[src/inc/i2cs_consts.svh]
// Overview of operation
// - stop sets address/stop flag when enabled
// - promiscuous match accepts every address
// - otherwise only own address matches
// - auto-continue: command or data access resumes
// - no auto-continue: only command resumes
// - slave works only while enable bit set
// - ack choice bit: 0 ACK, 1 NACK
// - command field is strobe, reads zero
// - finish command: ack if write, then wait start
// - reply after address: ack, receive or data irq
// - reply after data: ack/receive or read byte
// - ack choice and command in one write
// - data done on byte received, byte sent or read address ack
// - flags cleared by w1c, auto-continue data access, command
// - address/stop flag on match or stop
// - stretch SCL while data done or address-match flag pending, not on stop flag
// - last received ack readable
// - collision flag, never drive SDA low on sent data bits after (ack bits still driven)
// - collision cleared by w1c or start
// - bus error on illegal start/stop, w1c
// - direction bit from last address
// - cause bit: 0 stop, 1 address
// - data irq when enable and data done
`ifndef I2CS_CONSTS_SVH
`define I2CS_CONSTS_SVH
`define I2CS_OFS_SETUP    4'h9
`define I2CS_OFS_CMDCTL   4'hA
`define I2CS_OFS_FLAGS    4'hB
`define I2CS_OFS_OWNADDR  4'hC
`define I2CS_OFS_DATA     4'hD
`define I2CS_SETUP_RST    8'h00
`define I2CS_ADDR_RST     8'h00
`define I2CS_BIT_ENABLE   0
`define I2CS_BIT_AUTOCONT 1
`define I2CS_BIT_PROMISC  2
`define I2CS_BIT_STOPEN   5
`define I2CS_BIT_AIEN     6
`define I2CS_BIT_DATA_IRQ_ENABLE     7
`define I2CS_BIT_ACKCH    2
`define I2CS_BIT_DDONE    7
`define I2CS_BIT_ASTOP    6
`define I2CS_BIT_CLASH    3
`define I2CS_BIT_ILLEGAL_CONDITION_FLAG   2
`endif

[src/inc/i2cs_pkg.sv]
package i2cs_pkg;
   typedef enum logic [1:0] {
      I2CS_CMD_NOP    = 2'b00,
      I2CS_CMD_RSVD   = 2'b01,
      I2CS_CMD_FINISH = 2'b10,
      I2CS_CMD_REPLY  = 2'b11
   } i2cs_cmd_e;
   typedef enum logic [2:0] {
      I2CS_ST_IDLE  = 3'b000,
      I2CS_ST_ADDR  = 3'b001,
      I2CS_ST_RX    = 3'b010,
      I2CS_ST_TX    = 3'b011,
      I2CS_ST_ACKO  = 3'b100,
      I2CS_ST_ACKI  = 3'b101,
      I2CS_ST_HOLD  = 3'b110
   } i2cs_state_e;
   typedef logic [3:0] i2cs_addr_t;
endpackage

[src/rtl/i2cs_slave.sv]
// Design decision made here: the address-and-strobe port.
`timescale 1ns/100ps
`default_nettype none
`include "i2cs_consts.svh"
module i2cs_slave
(
   // clock, reset, enable
   input  wire logic              i_clk_sys,
   input  wire logic              i_rst_n,
   input  wire logic              i_ce,
   // register port
   input  wire i2cs_pkg::i2cs_addr_t i_addr,
   input  wire logic [7:0]        i_wdata,
   input  wire logic              i_wr,
   input  wire logic              i_rd,
   output logic [7:0]             o_rdata,
   // bus lines
   input  wire logic              i_scl,
   input  wire logic              i_sda,
   output logic                   o_scl,
   output logic                   o_scl_oe,
   output logic                   o_sda,
   output logic                   o_sda_oe,
   // interrupts toward the core and master enable
   input  wire logic              i_master_en,
   output logic                   o_data_irq,
   output logic                   o_addr_stop_irq
);
   import i2cs_pkg::*;

   // synchronisers and history
   logic [1:0] scl_sync_ff;
   logic [1:0] sda_sync_ff;
   logic       scl_d_ff;
   logic       sda_d_ff;
   // registers
   logic [7:0] setup_ff;
   logic [7:0] own_address_ff;
   logic       ack_choice_ff;
   logic       data_done_flag_ff;
   logic       addr_stop_flag_ff;
   logic       last_ack_seen_ff;
   logic       transmit_clash_flag_ff;
   logic       illegal_condition_flag_ff;
   logic       dir_ff;
   logic       flag_cause_bit_ff;
   logic [7:0] shift_ff;
   logic [3:0] bit_cnt_ff;
   logic       drive_low_ff;
   logic       hold_after_data_ff;
   i2cs_state_e state_ff;

   logic scl_s;
   logic sda_s;
   logic scl_rise;
   logic scl_fall;
   logic start_ev;
   logic stop_ev;
   logic enabled;
   logic stretch;
   logic cmd_wr;
   logic data_acc;
   logic resume;
   logic eff_ack;
   logic addr_match;
   logic [7:0] flags;
   i2cs_cmd_e cmd_code;

   // helper strobes and events
   logic       flag_wr;
   logic       clr_irq;
   logic       bus_err_ev;
   logic [7:0] tx_byte;

   // two-stage sync of pins then one history stage
   always_ff @(posedge i_clk_sys or negedge i_rst_n)
   begin
      if (!i_rst_n)
      begin
         scl_sync_ff <= 2'h3;
         sda_sync_ff <= 2'h3;
         scl_d_ff    <= 1'b1;
         sda_d_ff    <= 1'b1;
      end
      else if (i_ce)
      begin
         scl_sync_ff <= {scl_sync_ff[0], i_scl};
         sda_sync_ff <= {sda_sync_ff[0], i_sda};
         scl_d_ff    <= scl_sync_ff[1];
         sda_d_ff    <= sda_sync_ff[1];
      end
   end

   // bus events from synchronised lines
   assign scl_s    = scl_sync_ff[1];
   assign sda_s    = sda_sync_ff[1];
   assign scl_rise = scl_s & ~scl_d_ff;
   assign scl_fall = ~scl_s & scl_d_ff;
   assign start_ev = scl_s & scl_d_ff & sda_d_ff & ~sda_s;
   assign stop_ev  = scl_s & scl_d_ff & ~sda_d_ff & sda_s;

   // register access decode
   assign enabled  = setup_ff[`I2CS_BIT_ENABLE];
   assign cmd_code = i2cs_cmd_e'(i_wdata[1:0]);
   assign cmd_wr   = i_wr & (i_addr == `I2CS_OFS_CMDCTL)
                     & (cmd_code[1] == 1'b1);
   assign data_acc = (i_wr | i_rd) & (i_addr == `I2CS_OFS_DATA);
   assign resume   = cmd_wr | (data_acc & setup_ff[`I2CS_BIT_AUTOCONT]);
   // ack choice written with the command applies at once
   assign eff_ack  = (i_wr & (i_addr == `I2CS_OFS_CMDCTL)) ?
                     i_wdata[`I2CS_BIT_ACKCH] : ack_choice_ff;
   assign addr_match = setup_ff[`I2CS_BIT_PROMISC] ? 1'b1 :
                       (shift_ff[7:1] == own_address_ff[7:1]);
   assign stretch  = data_done_flag_ff | (addr_stop_flag_ff & flag_cause_bit_ff);

   // flag register write strobe for write-one-to-clear
   assign flag_wr  = i_wr & (i_addr == `I2CS_OFS_FLAGS);
   // pending interrupt released by what also resumes the bus, or by a flag w1c
   assign clr_irq  = resume;
   // first transmit bit: a data write in this cycle is the byte to send
   assign tx_byte  = (i_wr && i_addr == `I2CS_OFS_DATA && stretch) ? i_wdata : shift_ff;

   // illegal bus conditions: stop inside the address byte,
   // start or stop part way through a data byte
   assign bus_err_ev = i_master_en
                       & ((stop_ev & (state_ff == I2CS_ST_ADDR))
                          | ((start_ev | stop_ev) & (bit_cnt_ff != 4'h0)
                             & ((state_ff == I2CS_ST_RX) | (state_ff == I2CS_ST_TX))));

   // setup, own address and ack choice registers
   always_ff @(posedge i_clk_sys or negedge i_rst_n)
   begin
      if (!i_rst_n)
      begin
         setup_ff       <= `I2CS_SETUP_RST;
         own_address_ff <= `I2CS_ADDR_RST;
         ack_choice_ff  <= 1'b0;
      end
      else if (i_ce && i_wr)
      begin
         if (i_addr == `I2CS_OFS_SETUP)
            setup_ff <= i_wdata & 8'hE7;
         if (i_addr == `I2CS_OFS_OWNADDR)
            own_address_ff <= i_wdata;
         if (i_addr == `I2CS_OFS_CMDCTL)
            ack_choice_ff <= i_wdata[`I2CS_BIT_ACKCH];
      end
   end

   // protocol engine
   always_ff @(posedge i_clk_sys or negedge i_rst_n)
   begin
      if (!i_rst_n)
      begin
         state_ff           <= I2CS_ST_IDLE;
         shift_ff           <= 8'h00;
         bit_cnt_ff         <= 4'h0;
         drive_low_ff       <= 1'b0;
         dir_ff             <= 1'b0;
         last_ack_seen_ff   <= 1'b0;
         hold_after_data_ff <= 1'b0;
      end
      else if (i_ce)
      begin
         // data register loads only while the clock is held
         if (i_wr && i_addr == `I2CS_OFS_DATA && stretch)
            shift_ff <= i_wdata;                             // load only under hold
         if (!enabled || stop_ev)
         begin
            state_ff     <= I2CS_ST_IDLE;
            drive_low_ff <= 1'b0;
         end
         else if (start_ev)
         begin
            state_ff     <= I2CS_ST_ADDR;
            bit_cnt_ff   <= 4'h0;
            drive_low_ff <= 1'b0;
         end
         else
         begin
            case (state_ff)
               I2CS_ST_ADDR, I2CS_ST_RX:
               begin
                  if (scl_rise)
                  begin
                     shift_ff   <= {shift_ff[6:0], sda_s};
                     bit_cnt_ff <= bit_cnt_ff + 4'h1;
                  end
                  else if (scl_fall && bit_cnt_ff == 4'h8)
                  begin
                     bit_cnt_ff <= 4'h0;
                     if (state_ff == I2CS_ST_ADDR)
                     begin
                        if (addr_match)
                        begin
                           dir_ff             <= shift_ff[0];
                           hold_after_data_ff <= 1'b0;
                           state_ff           <= I2CS_ST_HOLD;
                        end
                        else
                           state_ff <= I2CS_ST_IDLE;
                     end
                     else
                     begin
                        hold_after_data_ff <= 1'b1;
                        state_ff           <= I2CS_ST_HOLD;
                     end
                  end
               end
               I2CS_ST_HOLD:
               begin
                  // software resumes; ack chosen now
                  if (resume && cmd_wr && cmd_code == I2CS_CMD_FINISH)
                  begin
                     drive_low_ff <= ~dir_ff & ~eff_ack;
                     state_ff     <= dir_ff ? I2CS_ST_IDLE : I2CS_ST_ACKO;
                     bit_cnt_ff   <= 4'hF;                   // finish after ack
                  end
                  else if (resume)
                  begin
                     if (dir_ff && hold_after_data_ff)
                     begin
                        state_ff     <= I2CS_ST_TX;
                        drive_low_ff <= ~tx_byte[7] & ~transmit_clash_flag_ff;
                        bit_cnt_ff   <= 4'h0;
                     end
                     else
                     begin
                        drive_low_ff <= ~eff_ack;
                        state_ff     <= I2CS_ST_ACKO;
                        bit_cnt_ff   <= 4'h0;
                     end
                  end
               end
               I2CS_ST_ACKO:
               begin
                  if (scl_fall)
                  begin
                     drive_low_ff <= 1'b0;
                     if (bit_cnt_ff == 4'hF || eff_ack)
                        state_ff <= I2CS_ST_IDLE;           // wait for start
                     else if (dir_ff)
                        state_ff <= I2CS_ST_HOLD;           // read: data irq next
                     else
                        state_ff <= I2CS_ST_RX;
                     hold_after_data_ff <= 1'b1;
                     bit_cnt_ff <= 4'h0;
                  end
               end
               I2CS_ST_TX:
               begin
                  if (scl_fall)
                  begin
                     bit_cnt_ff <= bit_cnt_ff + 4'h1;
                     shift_ff   <= {shift_ff[6:0], 1'b1};
                     if (bit_cnt_ff == 4'h7)
                     begin
                        drive_low_ff <= 1'b0;
                        state_ff     <= I2CS_ST_ACKI;
                     end
                     else
                        drive_low_ff <= ~shift_ff[6] & ~transmit_clash_flag_ff;
                  end
               end
               I2CS_ST_ACKI:
               begin
                  if (scl_rise)
                     last_ack_seen_ff <= sda_s;
                  else if (scl_fall)
                     state_ff <= I2CS_ST_HOLD;
               end
               default:
                  state_ff <= I2CS_ST_IDLE;
            endcase
         end
      end
   end

   // status flags; hardware set wins over clear
   always_ff @(posedge i_clk_sys or negedge i_rst_n)
   begin
      if (!i_rst_n)
      begin
         data_done_flag_ff         <= 1'b0;
         addr_stop_flag_ff         <= 1'b0;
         flag_cause_bit_ff         <= 1'b0;
         transmit_clash_flag_ff    <= 1'b0;
         illegal_condition_flag_ff <= 1'b0;
      end
      else if (i_ce)
      begin
         // clearing paths
         if ((flag_wr && i_wdata[`I2CS_BIT_DDONE])
             || clr_irq)
            data_done_flag_ff <= 1'b0;
         if ((flag_wr && i_wdata[`I2CS_BIT_ASTOP])
             || clr_irq)
            addr_stop_flag_ff <= 1'b0;
         if ((i_wr && i_addr == `I2CS_OFS_FLAGS && i_wdata[`I2CS_BIT_CLASH])
             || start_ev)
            transmit_clash_flag_ff <= 1'b0;
         if (i_wr && i_addr == `I2CS_OFS_FLAGS && i_wdata[`I2CS_BIT_ILLEGAL_CONDITION_FLAG])
            illegal_condition_flag_ff <= 1'b0;
         // setting paths
         if (enabled && scl_fall && bit_cnt_ff == 4'h8 && state_ff == I2CS_ST_ADDR
             && addr_match)
         begin
            addr_stop_flag_ff <= 1'b1;
            flag_cause_bit_ff <= 1'b1;
         end
         // data done: byte received, byte sent, or read ack given
         if (enabled && ((scl_fall && bit_cnt_ff == 4'h8 && state_ff == I2CS_ST_RX)
             || (scl_fall && state_ff == I2CS_ST_ACKI)
             || (scl_fall && state_ff == I2CS_ST_ACKO && dir_ff
                 && bit_cnt_ff != 4'hF && !eff_ack)))
            data_done_flag_ff <= 1'b1;
         // stop flag on any stop while enabled with the stop-enable bit set, addressed or not
         if (enabled && stop_ev && setup_ff[`I2CS_BIT_STOPEN])
         begin
            addr_stop_flag_ff <= 1'b1;
            flag_cause_bit_ff <= 1'b0;
         end
         // line high while slave wants low is not a clash; want high, see low is
         if (enabled && scl_rise && sda_s == 1'b0 && !drive_low_ff
             && (state_ff == I2CS_ST_TX
                 || (state_ff == I2CS_ST_ACKO && eff_ack)))
            transmit_clash_flag_ff <= 1'b1;
         // bus error needs the master side enabled
         if (enabled && bus_err_ev)
            illegal_condition_flag_ff <= 1'b1;
      end
   end

   // status byte assembly
   assign flags = {data_done_flag_ff, addr_stop_flag_ff, stretch, last_ack_seen_ff,
                   transmit_clash_flag_ff, illegal_condition_flag_ff, dir_ff,
                   flag_cause_bit_ff};

   // read data one cycle after strobe
   always_ff @(posedge i_clk_sys or negedge i_rst_n)
   begin
      if (!i_rst_n)
         o_rdata <= 8'h00;
      else if (i_ce)
      begin
         if (!i_rd)
            o_rdata <= 8'h00;
         else
         begin
            case (i_addr)
               `I2CS_OFS_SETUP:   o_rdata <= setup_ff;
               `I2CS_OFS_CMDCTL:  o_rdata <= {5'h00, ack_choice_ff, 2'h0};
               `I2CS_OFS_FLAGS:   o_rdata <= flags;
               `I2CS_OFS_OWNADDR: o_rdata <= own_address_ff;
               `I2CS_OFS_DATA:    o_rdata <= shift_ff;
               default:           o_rdata <= 8'h00;
            endcase
         end
      end
   end

   // open-drain drive: low only
   assign o_scl    = 1'b0;
   assign o_sda    = 1'b0;
   assign o_scl_oe = stretch & enabled;
   assign o_sda_oe = drive_low_ff & enabled;
   assign o_data_irq      = setup_ff[`I2CS_BIT_DATA_IRQ_ENABLE] & data_done_flag_ff;
   assign o_addr_stop_irq = setup_ff[`I2CS_BIT_AIEN] & addr_stop_flag_ff;

endmodule
`default_nettype wire

[config.mk]
export PLATFORM = sky130hd
export DESIGN_NAME = i2cs_slave
export DESIGN_NICKNAME = d
export VERILOG_FILES = /design/src/inc/i2cs_pkg.sv /design/src/rtl/i2cs_slave.sv
export VERILOG_INCLUDE_DIRS = /design/src /design/src/inc
export SDC_FILE = /design/constraint.sdc
export NUM_CORES = 1
export LEC_CHECK = 0
export BUFFER_PORTS_ARGS = -buffer_cell sky130_fd_sc_hd__buf_4
export CAP_MARGIN = 30
export CORE_UTILIZATION = 55
export CTS_BUF_LIST = sky130_fd_sc_hd__clkbuf_8
export DETAILED_ROUTE_END_ITERATION = 8
export GPL_TIMING_DRIVEN = 0
export PLACE_DENSITY_LB_ADDON = 0.3
export REMOVE_ABC_BUFFERS = 1
export SLEW_MARGIN = 40
export SYNTH_ARGS = -nofsm -noshare
export SYNTH_HDL_FRONTEND = slang
export SYNTH_SLANG_ARGS = --single-unit
[constraint.sdc]
create_clock -name i_clk_sys -period 2.7 [get_ports i_clk_sys]
set_input_delay 0.135 -clock i_clk_sys [delete_from_list [all_inputs] [get_ports i_clk_sys]]
set_output_delay 0.135 -clock i_clk_sys [all_outputs]
set_load 0.005 [all_outputs]
Word-level counts from Yosys, hierarchy flattened:

Index checks and enable logic that the tools add are counted.
W data, S select, Z words.

* input bits: 20
* register bits after elaboration: 53

* bitwise logic cells: 42
* muxes and demuxes: 62
* eq/ne operators: 33
* reductions and logical operators: 66
* add/sub/neg operators: 1

Operators with widths (number)
* $mux W3: 17
* $mux W8: 6
* $ne A4 B4 Y1 const B: 10
* $pmux W8 S5: 1
* $logic_and A1 B1 Y1: 31
* $eq A4 B4 Y1 const B: 7
* $mux W4: 7
* $mux W1: 26
* $and A1 B1 Y1: 24
* $pmux W4 S4: 1
* $pmux W8 S2: 1
* $reduce_and A2 Y1: 8
* $reduce_and A8 Y1: 2
* $pmux W3 S5: 1
* $not A1 Y1: 12
* $reduce_and A5 Y1: 2
* $reduce_bool A2 Y1: 5
* $reduce_bool A5 Y1: 2
* $eq A3 B3 Y1 const B: 3
* $ne A3 B3 Y1 const B: 3
* $reduce_and A9 Y1: 1
* $logic_or A1 B1 Y1: 8
* $eq A7 B7 Y1: 1
* $reduce_and A7 Y1: 1
* 14 further kinds: 24

Logic depth before layout (Yosys ltp):

* word-level depth: 12
* depth in mapped cells: 9
* mapped depth without buffers: 8

Worst setup path before layout:

No wires, ideal clock.

* path type: register -> register
* start point: register scl_d_ff
* end point: register bit_cnt_ff[0]
* period minus slack after synthesis: 2.371 ns
* required time: 2.624 ns
* setup slack: 0.329 ns
* arrival: 2.295 ns
* path buffers: 3
* stages on the path, launching flop included: 10
* cell sequence: dfstp_2 -> buf_4 -> nand2b_2 -> buf_6 -> a211oi_1 -> nor2_1 -> or4_1 -> buf_2 -> or4b_1 -> o21ai_1

* longest elaborated chain between the ends: 6
* elaborated cells between the ends (all ways): 20

Ends and longest elaborated chain
* from (decl): line i2cs_slave.sv:34 `logic scl_d_ff;`
* from (signal assigned): line i2cs_slave.sv:89 `scl_d_ff <= scl_sync_ff[1];`
* branches (longest 6 deep; another with $reduce_and A7 Y1)
* to (signal assigned): line i2cs_slave.sv:187 `bit_cnt_ff <= bit_cnt_ff + 4'h1;`
* to (signal assigned): line i2cs_slave.sv:254 `bit_cnt_ff <= bit_cnt_ff + 4'h1;`
* to (decl): line i2cs_slave.sv:48 `logic [3:0] bit_cnt_ff;`

Several ways; the timed one is not identified.
A chain may end at the register's enable or synchronous reset.

Worst setup path after layout:

* start point: register scl_sync_ff[1]
* end point: register shift_ff[4]

* longest elaborated chain between the ends: 6
* elaborated cells between the ends (all ways): 14

Ends and longest elaborated chain
* from (decl): line i2cs_slave.sv:32 `logic [1:0] scl_sync_ff;`
* from (signal assigned): line i2cs_slave.sv:87 `scl_sync_ff <= {scl_sync_ff[0], i_scl};`
* $not A1 Y1: line i2cs_slave.sv:98 `assign scl_fall = ~scl_s & scl_d_ff;`
* $and A1 B1 Y1: line i2cs_slave.sv:98
* $mux W8: line i2cs_slave.sv:252 `if (scl_fall)`
* $pmux W8 S2: line i2cs_slave.sv:181 `case (state_ff)`
* $mux W8: line i2cs_slave.sv:173 `else if (start_ev)`
* $mux W8 (*): line i2cs_slave.sv:168 `if (!enabled || stop_ev)`
* to (signal assigned): line i2cs_slave.sv:167 `shift_ff <= i_wdata;`
* to (signal assigned): line i2cs_slave.sv:186 `shift_ff <= {shift_ff[6:0], sda_s};`
* to (signal assigned): line i2cs_slave.sv:255 `shift_ff <= {shift_ff[6:0], 1'b1};`
* to (decl): line i2cs_slave.sv:47 `logic [7:0] shift_ff;`

Every way passes the cells marked *; elsewhere a longest branch is shown, timed or not.

==> metrics.yaml <==
total_leakage_power_nw: 1.58
cp_slowest_stage_delay_ps: 680
synth-simple-area-share_pct: 19.6
synth_area_um2: 3340
grt_pass1_vias: 2817
via_count: 3003
slew_viol_final: 0
critPathMaxFanout: 11
slowest_stage: "dfstp_2"
first_pass_iters: 7
fin_crit_sh_pct: 96.9
io_pins: 34
final_common_cell: "dfrtp_1"
cts_buffer_depth: 2
grt_max_degree: 54
status: "finished, final reports clean"
rsz0062_at_grt: "no"
synth-main-ff-cell: "dfrtp_1"
die_height_um: 79.9
ff2ff_setup_slack_ps: 80
routed_wl_mm: 9.18
synth_compound_area_share_pct: 22.9
htreeDepth: 2
root_buffer: "clkbuf_8"
ff2ff_path_depth: 6
io_buffers: 31
regToRegStartpoint: "scl_sync_ff[1]"
vias_per_cell: 6.84
cts_num_sinks: 53
path_cells: "nor2b_1, a2bb2oi_1, nor3_2, nor2b_1, a22o_1, a22o_1"
peakVddDrop_mv: 0.364
ys_seq_area_share_pct: 40.0
synth_top_family_by_area: "compound AO/OA/AOI/OAI gates"
synthMuxAreaShare_pct: 9.07
ant_nets: 0
die-area_um2: 6380
period_needed_ps: 2620
fmax_ghz: 0.382
arrival_ps: 2830
ys_async_sr_fraction_pct: 100
cp-end-kind: "flip-flop"
area_growth_pct: 9.94
initial_core_util_pct: 56.7
r2r-end: "shift_ff[4]"
ys_ff_latch: 53
place.gp.congestion: 0.937
worst_slew_pin_slew_ps: 697
synthAdderAreaFrac_pct: 0.750
clk_latency_ps: 310
cts_setup_buffers: 0
dp_hpwl_mm: 6.50
rows: 28
synth_xor_area_share_pct: 2.89
required_ps: 2910
grt_use_total_pct: 30.3
pwr_density_cell_nw_per_um2: 707
critPathKind: "reg2reg"
synthDistinctLibCells: 68
final_hold_viol_count: 0
drt_iter0_markers: 345
fin_skew_ps: 10.0
grt_pass1_wl_mm: 14.7
setup_viol: 0
cts_inserted_buffers: 5
grt_antenna_before_repair: 0
fin_hold_ws_ps: 47.9
fillers: 523
crit_buf_inv: 0
die-width_um: 79.9
final_cell_mix: "46 x dfrtp_1, 31 x nand2_1, 31 x buf_4"
core_area_um2: 5890
antenna_cells: 0
grt_overflow: 0
wl_per_cell_um: 20.9
start_kind: "flip-flop"
drive_gt1_share_pct: 23.9
final.setup.tns_ps: 0
yosysWarnings: 0
hold_class: "in2reg"
maxSlewHeadroom_pct: 53.5
cts_tree: "done"
max_cap_viol_count: 0
holdPathStages: 2
drc_errors: 0
syn_inst: 349
hp-start: "i_sda"
syn_avg_cell_area_um2: 9.56
synth-edff-count: 0
min_to: "sda_sync_ff[0]"
nets: 386
clk_pin_slew_worst_paths_ps: 100
cp_top_family: "simple AND/OR/NAND/NOR gates"
[synth_stat cells (2+ instances only)]
cell / count / area, um^2
a211o_1: 2 / 17.5
and3_1: 4 / 25.0
nor3_1: 9 / 45.0
nand4_1: 5 / 31.3
clkbuf_1: 17 / 63.8
a222oi_1: 7 / 70.1
nor4_1: 2 / 12.5
nor3b_1: 2 / 15.0
a211oi_1: 5 / 37.5
mux2_2: 26 / 293
a22o_1: 11 / 96.3
or4_1: 2 / 15.0
dfrtp_1: 47 / 1180
or2_2: 3 / 18.8
nor2b_1: 7 / 43.8
buf_2: 4 / 20.0
o211ai_1: 2 / 15.0
nand2_1: 31 / 116
xnor2_1: 4 / 35.0
a31oi_1: 6 / 37.5
o2bb2ai_1: 7 / 61.3
xor2_1: 7 / 61.3
o21ai_0: 27 / 135
dfstp_2: 6 / 158
nor2_1: 8 / 30.0
nand3_1: 10 / 50.1
and2_1: 6 / 37.5
o21ai_1: 2 / 10.0
a22oi_1: 2 / 15.0
and4b_1: 3 / 30.0
a21oi_1: 15 / 75.1
a21o_1: 3 / 22.5
inv_1: 10 / 37.5
buf_4: 3 / 22.5
or3_1: 4 / 25.0
o31ai_1: 2 / 15.0
ha_1: 2 / 25.0
nand4b_1: 3 / 26.3
a31o_2: 3 / 26.3
nand2b_1: 2 / 12.5
[worst max path at each step]
stage	startpoint	endpoint	slack (ps)	cells after the start
after floorplan	bit_cnt_ff[0]	bit_cnt_ff[0]	410	8
after global placement	scl_sync_ff[1]	bit_cnt_ff[0]	140	6
after detailed placement	scl_sync_ff[1]	bit_cnt_ff[0]	130	6
after CTS	scl_sync_ff[1]	bit_cnt_ff[0]	100	6
after global routing	scl_sync_ff[1]	shift_ff[5]	20	6
final	scl_sync_ff[1]	shift_ff[4]	80	6
[cells by family (layout without fill, tap and decap cells)]
group | count (synthesis) | in the layout
multiplexers | 27 | 27
other | 1 | 2
adder cells (fa/ha/maj) | 2 | 2
AO/OA/AOI/OAI | 109 | 109
flip-flops | 53 | 53
AND/OR/NAND/NOR | 111 | 111
buffers and inverters | 35 | 49
XOR/XNOR | 11 | 11
[metrics by stage]
step / total power, W / setup slack, ps / util, % / std cells / area, um^2
floorplan: 0.00178 / 410 / - / 325 / 3220
global placement: 0.00208 / 137 / 60.3 / 431 / 3550
detailed placement: 0.00210 / 134 / 60.4 / 431 / 3550
CTS: 0.00257 / 98.6 / 62.1 / 439 / 3650
global route: 0.00274 / 23.8 / 62.3 / 439 / 3670
finish: 0.00259 / 83.7 / 62.3 / 439 / 3670
[final cells by class]
type	instances	area [um^2]	area share (%)
Inverter	10	37.5	1.02
Clock inverter	1	7.51	0.205
Timing Repair Buffer	32	243	6.62
Sequential cell	53	1340	36.4
Tap cell	75	93.8	2.56
Multi-Input combinational cell	262	1870	51.0
Clock buffer	6	82.6	2.25
[worst reg2reg max path, delay by kind of cell (launching register included)]
family | cells | cell delay [ps]
simple gates | 3 | 1230
flops | 1 | 680
compound gates | 3 | 610
[state kept, by name, summed over array words and instances, names as in the netlist, 2 cells and up]
signal	count
o_rdata	8
own_address_ff	8
shift_ff	8
setup_ff	6
bit_cnt_ff	4
state_ff	3
scl_sync_ff	2
sda_sync_ff	2
[layer usage]
metal  routed length, um  part of all wire, %  track usage, %  vias to the layer above
met2                4470                   49            48.7                      156
met1                3860                   42            41.0                     1466
met4                 200                  2.2            12.7                        0
met5                   0                    0               0                        -
met3                 640                  7.0            3.89                       24
li1                    -                    -               -                     1357
[power by group]
group          switching, W  internal [W]  total [W]
combinational      0.000466      0.000398   0.000864
sequential         0.000275      0.000981    0.00126
clock              0.000271      0.000204   0.000474
total               0.00101       0.00158    0.00259
[what timing repair did]
| item | in CTS | in global routing |
|---|---|---|
| hold buffers | 1 | 0 |
| gates resized for setup | 0 | 3 |
| hold endpoints to repair | 47 | 0 |
| endpoints found under the setup margin | 0 | 1 |
(Power assumes the default switching activity.)
